$ cat config.mk
export PLATFORM = sky130hd
export DESIGN_NAME = shared_pin_ports_e_f
export DESIGN_NICKNAME = d
export VERILOG_FILES = /design/src/shared_pin_ports_e_f.v
export VERILOG_INCLUDE_DIRS = /design/src
export SDC_FILE = /design/constraint.sdc
export NUM_CORES = 1
export LEC_CHECK = 0
export BUFFER_PORTS_ARGS = -buffer_cell sky130_fd_sc_hd__buf_4
export CAP_MARGIN = 20
export CORE_MARGIN = 3
export CORE_UTILIZATION = 46
export CTS_CLUSTER_DIAMETER = 120
export CTS_CLUSTER_SIZE = 40
export DETAILED_ROUTE_END_ITERATION = 12
export GPL_ROUTABILITY_DRIVEN = 0
export MAX_ROUTING_LAYER = met4
export PLACE_DENSITY = 0.78
export SLEW_MARGIN = 20
export SYNTH_ARGS = -nofsm -noshare
export SYNTH_HDL_FRONTEND = slang
export SYNTH_SLANG_ARGS = --single-unit
$ cat constraint.sdc
create_clock -name ref_clk -period 2.63 [get_ports ref_clk]
set_input_delay 0.263 -clock ref_clk [delete_from_list [all_inputs] [get_ports ref_clk]]
set_output_delay 0.263 -clock ref_clk [all_outputs]
set_load 0.01 [all_outputs]
$ cat src/port_ef_defines.vh
// Register offsets, reset values and field positions of the shared port E/F block
`ifndef PORT_EF_DEFINES_VH
`define PORT_EF_DEFINES_VH

// ****************************************
// Register offsets
// ****************************************
`define OFS_PORT_E_DATA      8'h08
`define OFS_PORT_F_DATA      8'h09
`define OFS_PORT_E_DIR       8'h0C
`define OFS_PORT_F_DIR       8'h0D
`define OFS_PERIPH_CTRL      8'h10
`define OFS_PIN_OWNER        8'h11

// ****************************************
// Reset values
// ****************************************
`define RST_PORT_E_DIR       8'h00
`define RST_PORT_F_DIR       4'h0
`define RST_PERIPH_CTRL      8'h00

// ****************************************
// Peripheral control field positions
// ****************************************
`define PC_SPI_EN            0
`define PC_SPI_MASTER        1
`define PC_MODF_EN           2
`define PC_ASYNC_EN          3
`define PC_TA_EXT_CLK        4
`define PC_TB_EXT_CLK        5

// ****************************************
// Port pin positions
// ****************************************
`define PE_SPI_CLK           7
`define PE_SPI_MOSI          6
`define PE_SPI_MISO          5
`define PE_SPI_SS            4
`define PE_TA_CH1            3
`define PE_TA_CH0            2
`define PE_RX                1
`define PE_TX                0
`define PF_TA_CLK            3
`define PF_TB_CLK            2
`define PF_TB_CH1            1
`define PF_TB_CH0            0

`endif

$ cat src/shared_pin_ports_e_f.v
// Shared general-purpose ports E (8 bits) and F (4 bits) with peripheral pin ownership
`timescale 1ns/1ps
`default_nettype none
`include "port_ef_defines.vh"

module shared_pin_ports_e_f #(
  parameter E_WIDTH = 8,
  parameter F_WIDTH = 4
) (
  input  wire               ref_clk,        // System bus clock, 20 MHz
  input  wire               reset,          // Synchronous reset, active high
  input  wire [7:0]         addr,           // Register address
  input  wire [7:0]         wdata,          // Write data
  input  wire               wr_stb,         // Write strobe
  input  wire               rd_stb,         // Read strobe
  output reg  [7:0]         rdata,          // Read data, one cycle after rd_stb
  input  wire [E_WIDTH-1:0] port_e_in,      // Port E pin levels
  output wire [E_WIDTH-1:0] port_e_out,     // Port E pin drive value
  output wire [E_WIDTH-1:0] port_e_oe,      // Port E pin output enable
  input  wire [F_WIDTH-1:0] port_f_in,      // Port F pin levels
  output wire [F_WIDTH-1:0] port_f_out,     // Port F pin drive value
  output wire [F_WIDTH-1:0] port_f_oe,      // Port F pin output enable
  input  wire [1:0]         ta_ch_own,      // Timer A channel 1,0 pins selected
  input  wire [1:0]         tb_ch_own,      // Timer B channel 1,0 pins selected
  input  wire [E_WIDTH-1:0] e_periph_out,   // Peripheral drive values for port E
  input  wire [E_WIDTH-1:0] e_periph_oe,    // Peripheral drive enables for port E
  input  wire [F_WIDTH-1:0] f_periph_out,   // Timer drive values for port F
  input  wire [F_WIDTH-1:0] f_periph_oe,    // Timer drive enables for port F
  output wire [E_WIDTH-1:0] e_periph_in,    // Synchronised port E levels to peripherals
  output wire [F_WIDTH-1:0] f_periph_in,    // Synchronised port F levels to timers
  output wire [E_WIDTH-1:0] e_owned,        // Port E pins held by a peripheral
  output wire [F_WIDTH-1:0] f_owned,        // Port F pins held by a timer
  output wire               spi_enable,     // Serial peripheral enable
  output wire               spi_master,     // Serial peripheral master select
  output wire               modf_enable,    // Mode-fault detect enable
  output wire               async_enable,   // Async serial enable
  output wire               ta_ext_clk_sel, // Timer A external clock chosen
  output wire               tb_ext_clk_sel  // Timer B external clock chosen
);

  // ****************************************
  // Registers
  // ****************************************
  reg [E_WIDTH-1:0] e_latch_reg;
  reg [E_WIDTH-1:0] e_dir_reg;
  reg [F_WIDTH-1:0] f_latch_reg;
  reg [F_WIDTH-1:0] f_dir_reg;
  reg [7:0]         ctrl_reg;
  reg [E_WIDTH-1:0] e_sync1_reg;
  reg [E_WIDTH-1:0] e_sync2_reg;
  reg [F_WIDTH-1:0] f_sync1_reg;
  reg [F_WIDTH-1:0] f_sync2_reg;
  reg [7:0]         rdata_next;

  // Per-bit choice of latch or pin level for a port read
  function [7:0] port_read;
    input [7:0] latch;
    input [7:0] dir;
    input [7:0] pin;
    begin
      port_read = (latch & dir) | (pin & ~dir);
    end
  endfunction

  // ****************************************
  // Pin synchronisers
  // ****************************************
  // Two stages before any logic reads pin levels
  always @(posedge ref_clk) begin
    e_sync1_reg <= port_e_in;
    e_sync2_reg <= e_sync1_reg;
    f_sync1_reg <= port_f_in;
    f_sync2_reg <= f_sync1_reg;
  end

  assign e_periph_in = e_sync2_reg;
  assign f_periph_in = f_sync2_reg;

  // ****************************************
  // Register writes
  // ****************************************
  // Data latches have no reset term
  always @(posedge ref_clk) begin
    if (wr_stb && addr == `OFS_PORT_E_DATA) begin
      e_latch_reg <= wdata[E_WIDTH-1:0];
    end
    if (wr_stb && addr == `OFS_PORT_F_DATA) begin
      f_latch_reg <= wdata[F_WIDTH-1:0];
    end
  end

  // Direction and control registers with reset
  always @(posedge ref_clk) begin
    if (reset) begin
      e_dir_reg <= `RST_PORT_E_DIR;
      f_dir_reg <= `RST_PORT_F_DIR;
      ctrl_reg  <= `RST_PERIPH_CTRL;
    end else if (wr_stb) begin
      if (addr == `OFS_PORT_E_DIR) begin
        e_dir_reg <= wdata[E_WIDTH-1:0];
      end else if (addr == `OFS_PORT_F_DIR) begin
        f_dir_reg <= wdata[F_WIDTH-1:0];
      end else if (addr == `OFS_PERIPH_CTRL) begin
        ctrl_reg <= wdata;
      end
    end
  end

  assign spi_enable     = ctrl_reg[`PC_SPI_EN];
  assign spi_master     = ctrl_reg[`PC_SPI_MASTER];
  assign modf_enable    = ctrl_reg[`PC_MODF_EN];
  assign async_enable   = ctrl_reg[`PC_ASYNC_EN];
  assign ta_ext_clk_sel = ctrl_reg[`PC_TA_EXT_CLK];
  assign tb_ext_clk_sel = ctrl_reg[`PC_TB_EXT_CLK];

  // ****************************************
  // Pin ownership
  // ****************************************
  wire ss_owned;
  assign ss_owned = spi_enable & ~(spi_master & ~modf_enable);

  assign e_owned[`PE_SPI_CLK]  = spi_enable;
  assign e_owned[`PE_SPI_MOSI] = spi_enable;
  assign e_owned[`PE_SPI_MISO] = spi_enable;
  assign e_owned[`PE_SPI_SS]   = ss_owned;
  assign e_owned[`PE_TA_CH1]   = ta_ch_own[1];
  assign e_owned[`PE_TA_CH0]   = ta_ch_own[0];
  assign e_owned[`PE_RX]       = async_enable;
  assign e_owned[`PE_TX]       = async_enable;

  assign f_owned[`PF_TA_CLK] = ta_ext_clk_sel;
  assign f_owned[`PF_TB_CLK] = tb_ext_clk_sel;
  assign f_owned[`PF_TB_CH1] = tb_ch_own[1];
  assign f_owned[`PF_TB_CH0] = tb_ch_own[0];

  // ****************************************
  // Pin drivers
  // ****************************************
  // Owned pins follow the peripheral, others the latch and direction
  assign port_e_out = (e_owned & e_periph_out) | (~e_owned & e_latch_reg);
  assign port_e_oe  = (e_owned & e_periph_oe) | (~e_owned & e_dir_reg);
  assign port_f_out = (f_owned & f_periph_out) | (~f_owned & f_latch_reg);
  assign port_f_oe  = (f_owned & f_periph_oe) | (~f_owned & f_dir_reg);

  // ****************************************
  // Register reads
  // ****************************************
  // Read mux; unmapped addresses read zero
  always @* begin
    rdata_next = 8'h00;
    if (addr == `OFS_PORT_E_DATA) begin
      rdata_next = port_read(e_latch_reg, e_dir_reg, e_sync2_reg);
    end else if (addr == `OFS_PORT_F_DATA) begin
      rdata_next = port_read({4'h0, f_latch_reg}, {4'h0, f_dir_reg},
                             {4'h0, f_sync2_reg});
    end else if (addr == `OFS_PORT_E_DIR) begin
      rdata_next = e_dir_reg;
    end else if (addr == `OFS_PORT_F_DIR) begin
      rdata_next = {4'h0, f_dir_reg};
    end else if (addr == `OFS_PERIPH_CTRL) begin
      rdata_next = {2'h0, ctrl_reg[5:0]};
    end else if (addr == `OFS_PIN_OWNER) begin
      rdata_next = {e_owned[7:4], f_owned};
    end
  end

  // Read data stands only in the cycle after the strobe
  always @(posedge ref_clk) begin
    if (reset) begin
      rdata <= 8'h00;
    end else if (rd_stb) begin
      rdata <= rdata_next;
    end else begin
      rdata <= 8'h00;
    end
  end

endmodule // shared_pin_ports_e_f
`default_nettype wire

==> flow_results.xml, run 1 <==
<?xml version="1.0" encoding="UTF-8"?>
<metrics>
  <group name="timing">
    <metric name="final-setup-viol-count" unit="">0</metric>
    <metric name="timing.slew.headroom" unit="%">65.86</metric>
    <metric name="timing_worst_slew_pin_value" unit="ps">509.5</metric>
    <metric name="max_freq" unit="MHz">518.6</metric>
    <metric name="worst_hold_slack" unit="ps">26.07</metric>
    <metric name="fin_tns_setup" unit="ps">0</metric>
    <metric name="worst_clock_skew" unit="ps">3.306</metric>
    <metric name="rsz0062_at_grt" unit="">false</metric>
    <metric name="post-route-worst-setup-slack" unit="ps">701.8</metric>
    <metric name="final.period_utilization" unit="%">73.32</metric>
    <metric name="timing_hold_violations_final" unit="">0</metric>
    <metric name="period_minus_slack" unit="ps">1928</metric>
    <metric name="final-max-slew-violation-count" unit="">0</metric>
  </group>
  <group name="floorplanning">
    <metric name="io_pins" unit="">122</metric>
    <metric name="die_y" unit="um">82.08</metric>
    <metric name="total_number_of_placement_rows" unit="">27</metric>
    <metric name="floorplan.initialDensity" unit="%">48.06</metric>
    <metric name="die_width" unit="um">82.08</metric>
    <metric name="coreArea" unit="mm2">0.005540</metric>
    <metric name="die_area" unit="mm2">0.006737</metric>
  </group>
  <group name="placed_design">
    <metric name="port-buffer-count" unit="">121</metric>
    <metric name="dp_hpwl" unit="um">5287</metric>
    <metric name="post-place-ws" unit="ps">442.1</metric>
    <metric name="dpl.cell_count" unit="">419</metric>
    <metric name="placed_area" unit="mm2">0.003562</metric>
  </group>
  <group name="setup_path">
    <metric name="crit_path_top_delay_cell" unit="">sky130_fd_sc_hd__dfxtp_1</metric>
    <metric name="crit_type" unit="">reg2out</metric>
    <metric name="worst_path_maximum_fanout" unit="">13</metric>
    <metric name="timing.critical_path.slowest_cell_delay" unit="ps">620</metric>
    <metric name="timing.critical_path.cells" unit="">buf_4 &gt; mux2_2 &gt; buf_4</metric>
    <metric name="worst_setup_path_start_kind" unit="">register</metric>
    <metric name="timing.critical_path.required" unit="ps">2370</metric>
    <metric name="critPathBufInv" unit="">2</metric>
    <metric name="endpoint_kind" unit="">output pin</metric>
    <metric name="path_delay_family" unit="">flip-flops</metric>
    <metric name="cp_common_cell" unit="">sky130_fd_sc_hd__buf_4</metric>
    <metric name="arrival" unit="ps">1670</metric>
    <metric name="cp_num_cells" unit="">3</metric>
    <metric name="reg2reg_depth" unit="">3</metric>
  </group>
  <group name="clock_network">
    <metric name="clock-sinks" unit="">62</metric>
    <metric name="cts_inserted_buffers" unit="">9</metric>
    <metric name="clk_root_buffer_cell" unit="">sky130_fd_sc_hd__clkbuf_8</metric>
    <metric name="cts-root-to-sink-buffers" unit="">2</metric>
    <metric name="cts.reportedPaths.clkPinSlew" unit="ps">70</metric>
    <metric name="clkLatencyLatePin" unit="ps">330</metric>
    <metric name="cts_hold_repair.buffers" unit="">0</metric>
    <metric name="clock_tree.htree_level_count" unit="">3</metric>
    <metric name="post-cts-setup-buffers" unit="">0</metric>
    <metric name="post_cts.resized_instances" unit="">0</metric>
    <metric name="tritoncts" unit="">yes</metric>
  </group>
  <group name="drt">
    <metric name="route.final.wire_length" unit="um">7263</metric>
    <metric name="met3_length" unit="um">662</metric>
    <metric name="highest-signal-layer" unit="">met4</metric>
    <metric name="drt_pass_1_iters" unit="">4</metric>
    <metric name="drt_iter0_drc" unit="">210</metric>
    <metric name="m1WireLength" unit="um">2967</metric>
    <metric name="drt.antenna.violating_nets" unit="">0</metric>
    <metric name="drc_violations" unit="">0</metric>
    <metric name="met2_wirelength_from_detailed_routing" unit="um">3509</metric>
    <metric name="vias" unit="">2319</metric>
    <metric name="via_density_per_instance" unit="">5.331</metric>
    <metric name="avgRoutedWirePerCell" unit="um">16.70</metric>
  </group>
  <group name="hold_path">
    <metric name="worst_hold_path.num_cells" unit="">1</metric>
    <metric name="min-delay-path-class" unit="">in2reg</metric>
  </group>
  <group name="global_routing">
    <metric name="grt_start_max_net_pins" unit="">33</metric>
    <metric name="first_pass_grt_wire_length" unit="um">10720</metric>
    <metric name="grt-ovfl-total" unit="">0</metric>
    <metric name="number_of_antenna_violations_at_the_first_check_in_global_routing" unit="">0</metric>
    <metric name="grt_usage" unit="%">22.49</metric>
    <metric name="via_count_of_the_first_global_routing_pass" unit="">2222</metric>
  </group>
  <group name="logic_synthesis">
    <metric name="netlist_instances" unit="">245</metric>
    <metric name="synth.cell_area" unit="mm2">0.002663</metric>
    <metric name="postSynthRegisterBits" unit="">62</metric>
    <metric name="yosys_warnings" unit="">0</metric>
    <metric name="part_of_the_yosys_area_used_for_sequential_elements" unit="%">51.13</metric>
    <metric name="syn_area_per_cell" unit="um2">10.87</metric>
    <metric name="synth.net_count" unit="">305</metric>
    <metric name="synth_enable_flop_cells" unit="">12</metric>
    <metric name="postSynth.asyncResetShare" unit="%">0</metric>
    <metric name="synth.distinct_cells" unit="">35</metric>
    <metric name="synthFlopType" unit="">sky130_fd_sc_hd__dfxtp_1</metric>
  </group>
  <group name="cells_and_area">
    <metric name="commonest_cells_after_routing_fill_and_taps_aside" unit="">126 x sky130_fd_sc_hd__buf_4, 50 x sky130_fd_sc_hd__dfxtp_1, 27 x sky130_fd_sc_hd__mux2i_1, 23 x sky130_fd_sc_hd__mux2_2, 23 x sky130_fd_sc_hd__nor2_1</metric>
    <metric name="num_antenna_cells" unit="">0</metric>
    <metric name="final_design_area_no_fill" unit="mm2">0.003767</metric>
    <metric name="instances_no_fill" unit="">435</metric>
    <metric name="drive_gt1_share" unit="%">45.73</metric>
    <metric name="final_net_count" unit="">418</metric>
    <metric name="final_core_util" unit="%">68.00</metric>
    <metric name="fill_cells" unit="">456</metric>
    <metric name="layout.cells.most_common" unit="">sky130_fd_sc_hd__buf_4</metric>
    <metric name="layout-area-overhead-vs-synth" unit="%">41.49</metric>
  </group>
  <group name="run_status">
    <metric name="run_status" unit="">finished, final reports clean</metric>
  </group>
  <group name="power_and_ir_drop">
    <metric name="power.ir.vdd_worst" unit="mV">0.3724</metric>
    <metric name="power-per-cell-area" unit="mW/mm2">536.5</metric>
    <metric name="total_leakage_power" unit="nW">1.696</metric>
    <metric name="totalPowerFinal" unit="mW">2.021</metric>
  </group>
  <group name="run">
    <metric name="max_cap_violations" unit="">0</metric>
  </group>
</metrics>
[worst register-to-register path, stage by stage (launching register included)]
cell,delay [ps]
sky130_fd_sc_hd__dfxtp_1,620
sky130_fd_sc_hd__mux2i_1,140
sky130_fd_sc_hd__a2bb2oi_1,150
sky130_fd_sc_hd__a211oi_1,210
[cell type report]
type                            count  area [um2]  share of cell area (%)
Timing Repair Buffer              126       945.9                   25.11
Clock buffer                       14       195.2                   5.181
Sequential cell                    62        1361                   36.13
Clock inverter                      2       10.01                  0.2657
Multi-Input combinational cell    152        1139                   30.22
Tap cell                           72       90.09                   2.391
Inverter                            7       26.28                  0.6974
[kinds of logic after synthesis]
logic type	Yosys count	synth area share, %
and+or+nand+nor	64	13.53
buffers and inverters	31	6.109
muxes	50	19.88
DFF	62	51.13
AOI/OAI and AO/OA	38	9.352
[where the power goes]
group / total [mW] / leakage [nW] / internal (mW) / switching [mW]
clock: 0.839 / 0.107 / 0.481 / 0.358
combinational: 0.185 / 1.07 / 0.106 / 0.0784
sequential: 0.998 / 0.520 / 0.988 / 0.00987
total: 2.02 / 1.70 / 1.58 / 0.446
[Yosys cell counts (all sizes together), types with 6 or more instances]
| master | n | area, um2 |
|---|---|---|
| nor2b | 6 | 37.54 |
| mux2i | 27 | 270.3 |
| nor2 | 23 | 86.33 |
| mux2 | 23 | 259.0 |
| buf | 16 | 106.4 |
| inv | 7 | 26.28 |
| edfxtp | 12 | 360.4 |
| clkbuf | 8 | 30.03 |
| dfxtp | 50 | 1001 |
| o21ai | 13 | 65.06 |
| nand2 | 10 | 37.54 |
[routing by layer]
metal | up-vias | global-route usage (%)
met3 | 15 | 4.605
met1 | 1094 | 26.47
met5 | - | -
li1 | 1102 | -
met4 | 0 | 9.801
met2 | 108 | 37.16
[final timing paths]
| check | startpoint | to | slack (ps) |
|---|---|---|---|
| worst min-delay path | port_f_in[0] | f_sync1_reg[0] | 30 |
| worst min register to register | f_sync1_reg[3] | f_periph_in[3] | 330 |
| worst max-delay path | ctrl_reg[0] | port_e_out[6] | 700 |
| worst max register to register | ctrl_reg[0] | rdata[5] | 1410 |
Power figures use the tool's default switching activity.
==> run 2, diff against run 1 <==
clock period = 1.85 ns   (was 2.63 ns; I/O delays follow)
==> flow_results.xml, run 2 (synthesis results as in run 1) <==
<?xml version="1.0" encoding="UTF-8"?>
<metrics>
  <group name="global_routing">
    <metric name="number_of_antenna_violations_at_the_first_check_in_global_routing" unit="">0</metric>
    <metric name="grt_start_max_net_pins" unit="">27</metric>
    <metric name="via_count_of_the_first_global_routing_pass" unit="">2252</metric>
    <metric name="first_pass_grt_wire_length" unit="um">11350</metric>
    <metric name="grt-ovfl-total" unit="">0</metric>
    <metric name="grt_usage" unit="%">23.61</metric>
  </group>
  <group name="cells_and_area">
    <metric name="final_core_util" unit="%">71.21</metric>
    <metric name="num_antenna_cells" unit="">0</metric>
    <metric name="commonest_cells_after_routing_fill_and_taps_aside" unit="">131 x sky130_fd_sc_hd__buf_4, 50 x sky130_fd_sc_hd__dfxtp_1, 27 x sky130_fd_sc_hd__mux2i_1, 23 x sky130_fd_sc_hd__mux2_2, 23 x sky130_fd_sc_hd__nor2_1</metric>
    <metric name="drive_gt1_share" unit="%">45.53</metric>
    <metric name="layout.cells.most_common" unit="">sky130_fd_sc_hd__buf_4</metric>
    <metric name="instances_no_fill" unit="">452</metric>
    <metric name="final_net_count" unit="">435</metric>
    <metric name="layout-area-overhead-vs-synth" unit="%">48.17</metric>
    <metric name="final_design_area_no_fill" unit="mm2">0.003945</metric>
  </group>
  <group name="drt">
    <metric name="avgRoutedWirePerCell" unit="um">16.68</metric>
    <metric name="met3_length" unit="um">687</metric>
    <metric name="drt.antenna.violating_nets" unit="">0</metric>
    <metric name="met2_wirelength_from_detailed_routing" unit="um">3580</metric>
    <metric name="drt_pass_1_iters" unit="">4</metric>
    <metric name="drt_iter0_drc" unit="">167</metric>
    <metric name="m1WireLength" unit="um">3133</metric>
    <metric name="drc_violations" unit="">0</metric>
    <metric name="via_density_per_instance" unit="">5.235</metric>
    <metric name="vias" unit="">2366</metric>
    <metric name="route.final.wire_length" unit="um">7541</metric>
    <metric name="highest-signal-layer" unit="">met4</metric>
  </group>
  <group name="clock_network">
    <metric name="cts.reportedPaths.clkPinSlew" unit="ps">60</metric>
    <metric name="clock_tree.htree_level_count" unit="">3</metric>
    <metric name="clkLatencyLatePin" unit="ps">350</metric>
    <metric name="clk_root_buffer_cell" unit="">sky130_fd_sc_hd__clkbuf_8</metric>
    <metric name="tritoncts" unit="">yes</metric>
    <metric name="clock-sinks" unit="">62</metric>
    <metric name="cts-root-to-sink-buffers" unit="">2</metric>
    <metric name="cts_inserted_buffers" unit="">9</metric>
  </group>
  <group name="floorplanning">
    <metric name="coreArea" unit="mm2">0.005540</metric>
    <metric name="die_y" unit="um">82.08</metric>
    <metric name="floorplan.initialDensity" unit="%">48.06</metric>
    <metric name="io_pins" unit="">122</metric>
    <metric name="die_width" unit="um">82.08</metric>
    <metric name="total_number_of_placement_rows" unit="">27</metric>
    <metric name="die_area" unit="mm2">0.006737</metric>
  </group>
  <group name="power_and_ir_drop">
    <metric name="power-per-cell-area" unit="mW/mm2">755.5</metric>
    <metric name="power.ir.vdd_worst" unit="mV">0.4518</metric>
    <metric name="power.clock.fraction" unit="%">42.7</metric>
    <metric name="switching_share_of_power" unit="%">21.71</metric>
    <metric name="share_seq_of_total_power" unit="%">47.6</metric>
    <metric name="share_comb_of_total_power" unit="%">9.7</metric>
    <metric name="totalPowerFinal" unit="mW">2.980</metric>
    <metric name="total_leakage_power" unit="nW">1.779</metric>
    <metric name="power.switching" unit="mW">0.6471</metric>
    <metric name="internal_power" unit="mW">2.333</metric>
  </group>
  <group name="timing">
    <metric name="timing.slew.headroom" unit="%">68.91</metric>
    <metric name="timing_worst_slew_pin_value" unit="ps">462.1</metric>
    <metric name="final-setup-viol-count" unit="">0</metric>
    <metric name="timing_hold_violations_final" unit="">0</metric>
    <metric name="final-max-slew-violation-count" unit="">0</metric>
    <metric name="max_freq" unit="MHz">585.6</metric>
    <metric name="final.period_utilization" unit="%">92.30</metric>
    <metric name="fin_tns_setup" unit="ps">0</metric>
    <metric name="worst_clock_skew" unit="ps">3.557</metric>
    <metric name="rsz0062_at_grt" unit="">false</metric>
    <metric name="post-route-worst-setup-slack" unit="ps">142.4</metric>
    <metric name="period_minus_slack" unit="ps">1708</metric>
    <metric name="worst_hold_slack" unit="ps">33.01</metric>
  </group>
  <group name="placed_design">
    <metric name="dp_hpwl" unit="um">5426</metric>
    <metric name="dpl.cell_count" unit="">424</metric>
    <metric name="placed_area" unit="mm2">0.003601</metric>
    <metric name="port-buffer-count" unit="">121</metric>
    <metric name="post-place-ws" unit="ps">-107.0</metric>
  </group>
  <group name="setup_path">
    <metric name="worst_path_maximum_fanout" unit="">10</metric>
    <metric name="endpoint_kind" unit="">output pin</metric>
    <metric name="arrival" unit="ps">1520</metric>
    <metric name="critPathBufInv" unit="">1</metric>
    <metric name="path_delay_family" unit="">flip-flops</metric>
    <metric name="worst_setup_path_start_kind" unit="">register</metric>
    <metric name="timing.critical_path.required" unit="ps">1660</metric>
    <metric name="timing.critical_path.slowest_cell_delay" unit="ps">560</metric>
    <metric name="timing.critical_path.cells" unit="">nand2_1 &gt; mux2_2 &gt; buf_4</metric>
    <metric name="crit_path_top_delay_cell" unit="">sky130_fd_sc_hd__dfxtp_1</metric>
    <metric name="crit_type" unit="">reg2out</metric>
  </group>
  <group name="run">
    <metric name="max_cap_violations" unit="">0</metric>
  </group>
  <group name="run_status">
    <metric name="run_status" unit="">finished, final reports clean</metric>
  </group>
  <group name="hold_path">
    <metric name="min-delay-path-class" unit="">in2reg</metric>
  </group>
</metrics>
run 2: what timing repair did:
item,CTS,global route
gates resized for setup,0,0
hold buffers,12,0
setup buffers,0,0
endpoints found under the hold margin,12,0
run 2: path summary, 6_finish.rpt:
check,startpoint,endpoint,slack [ps],cells past startpoint
setup / recovery,ctrl_reg[0],port_e_out[4],140,3
hold / removal,wdata[7],e_latch_reg[7],30,1
setup reg to reg,ctrl_reg[0],rdata[4],540,4
hold reg to reg,f_sync1_reg[2],f_periph_in[2],320,0
run 2: final cells by class:
class	instances	area [um2]
Clock buffer	15	219.0
Clock inverter	1	5.005
Inverter	7	26.28
Multi-Input combinational cell	152	1140
Fill cell	434	1595
Tap cell	72	90.09
Timing Repair Buffer	143	1104
Sequential cell	62	1361
run 2: routing by layer:
layer,vias up,track usage (%)
li1,1133,-
met1,1100,30.38
met2,119,36.11
met3,14,5.373
met4,0,9.136
met5,-,-
run 2: power groups by stage:
| stage | Sequential [mW] | Clock, mW | Combinational, mW |
|---|---|---|---|
| final | 1.42 | 1.27 | 0.290 |
| after global routing | 1.42 | 1.35 | 0.312 |
| after CTS | 1.42 | 1.29 | 0.289 |
| after detailed placement | 1.45 | 0 | 0.267 |
| after global placement | 1.45 | 0 | 0.261 |
| after floorplan | 1.45 | 0 | 0.0952 |
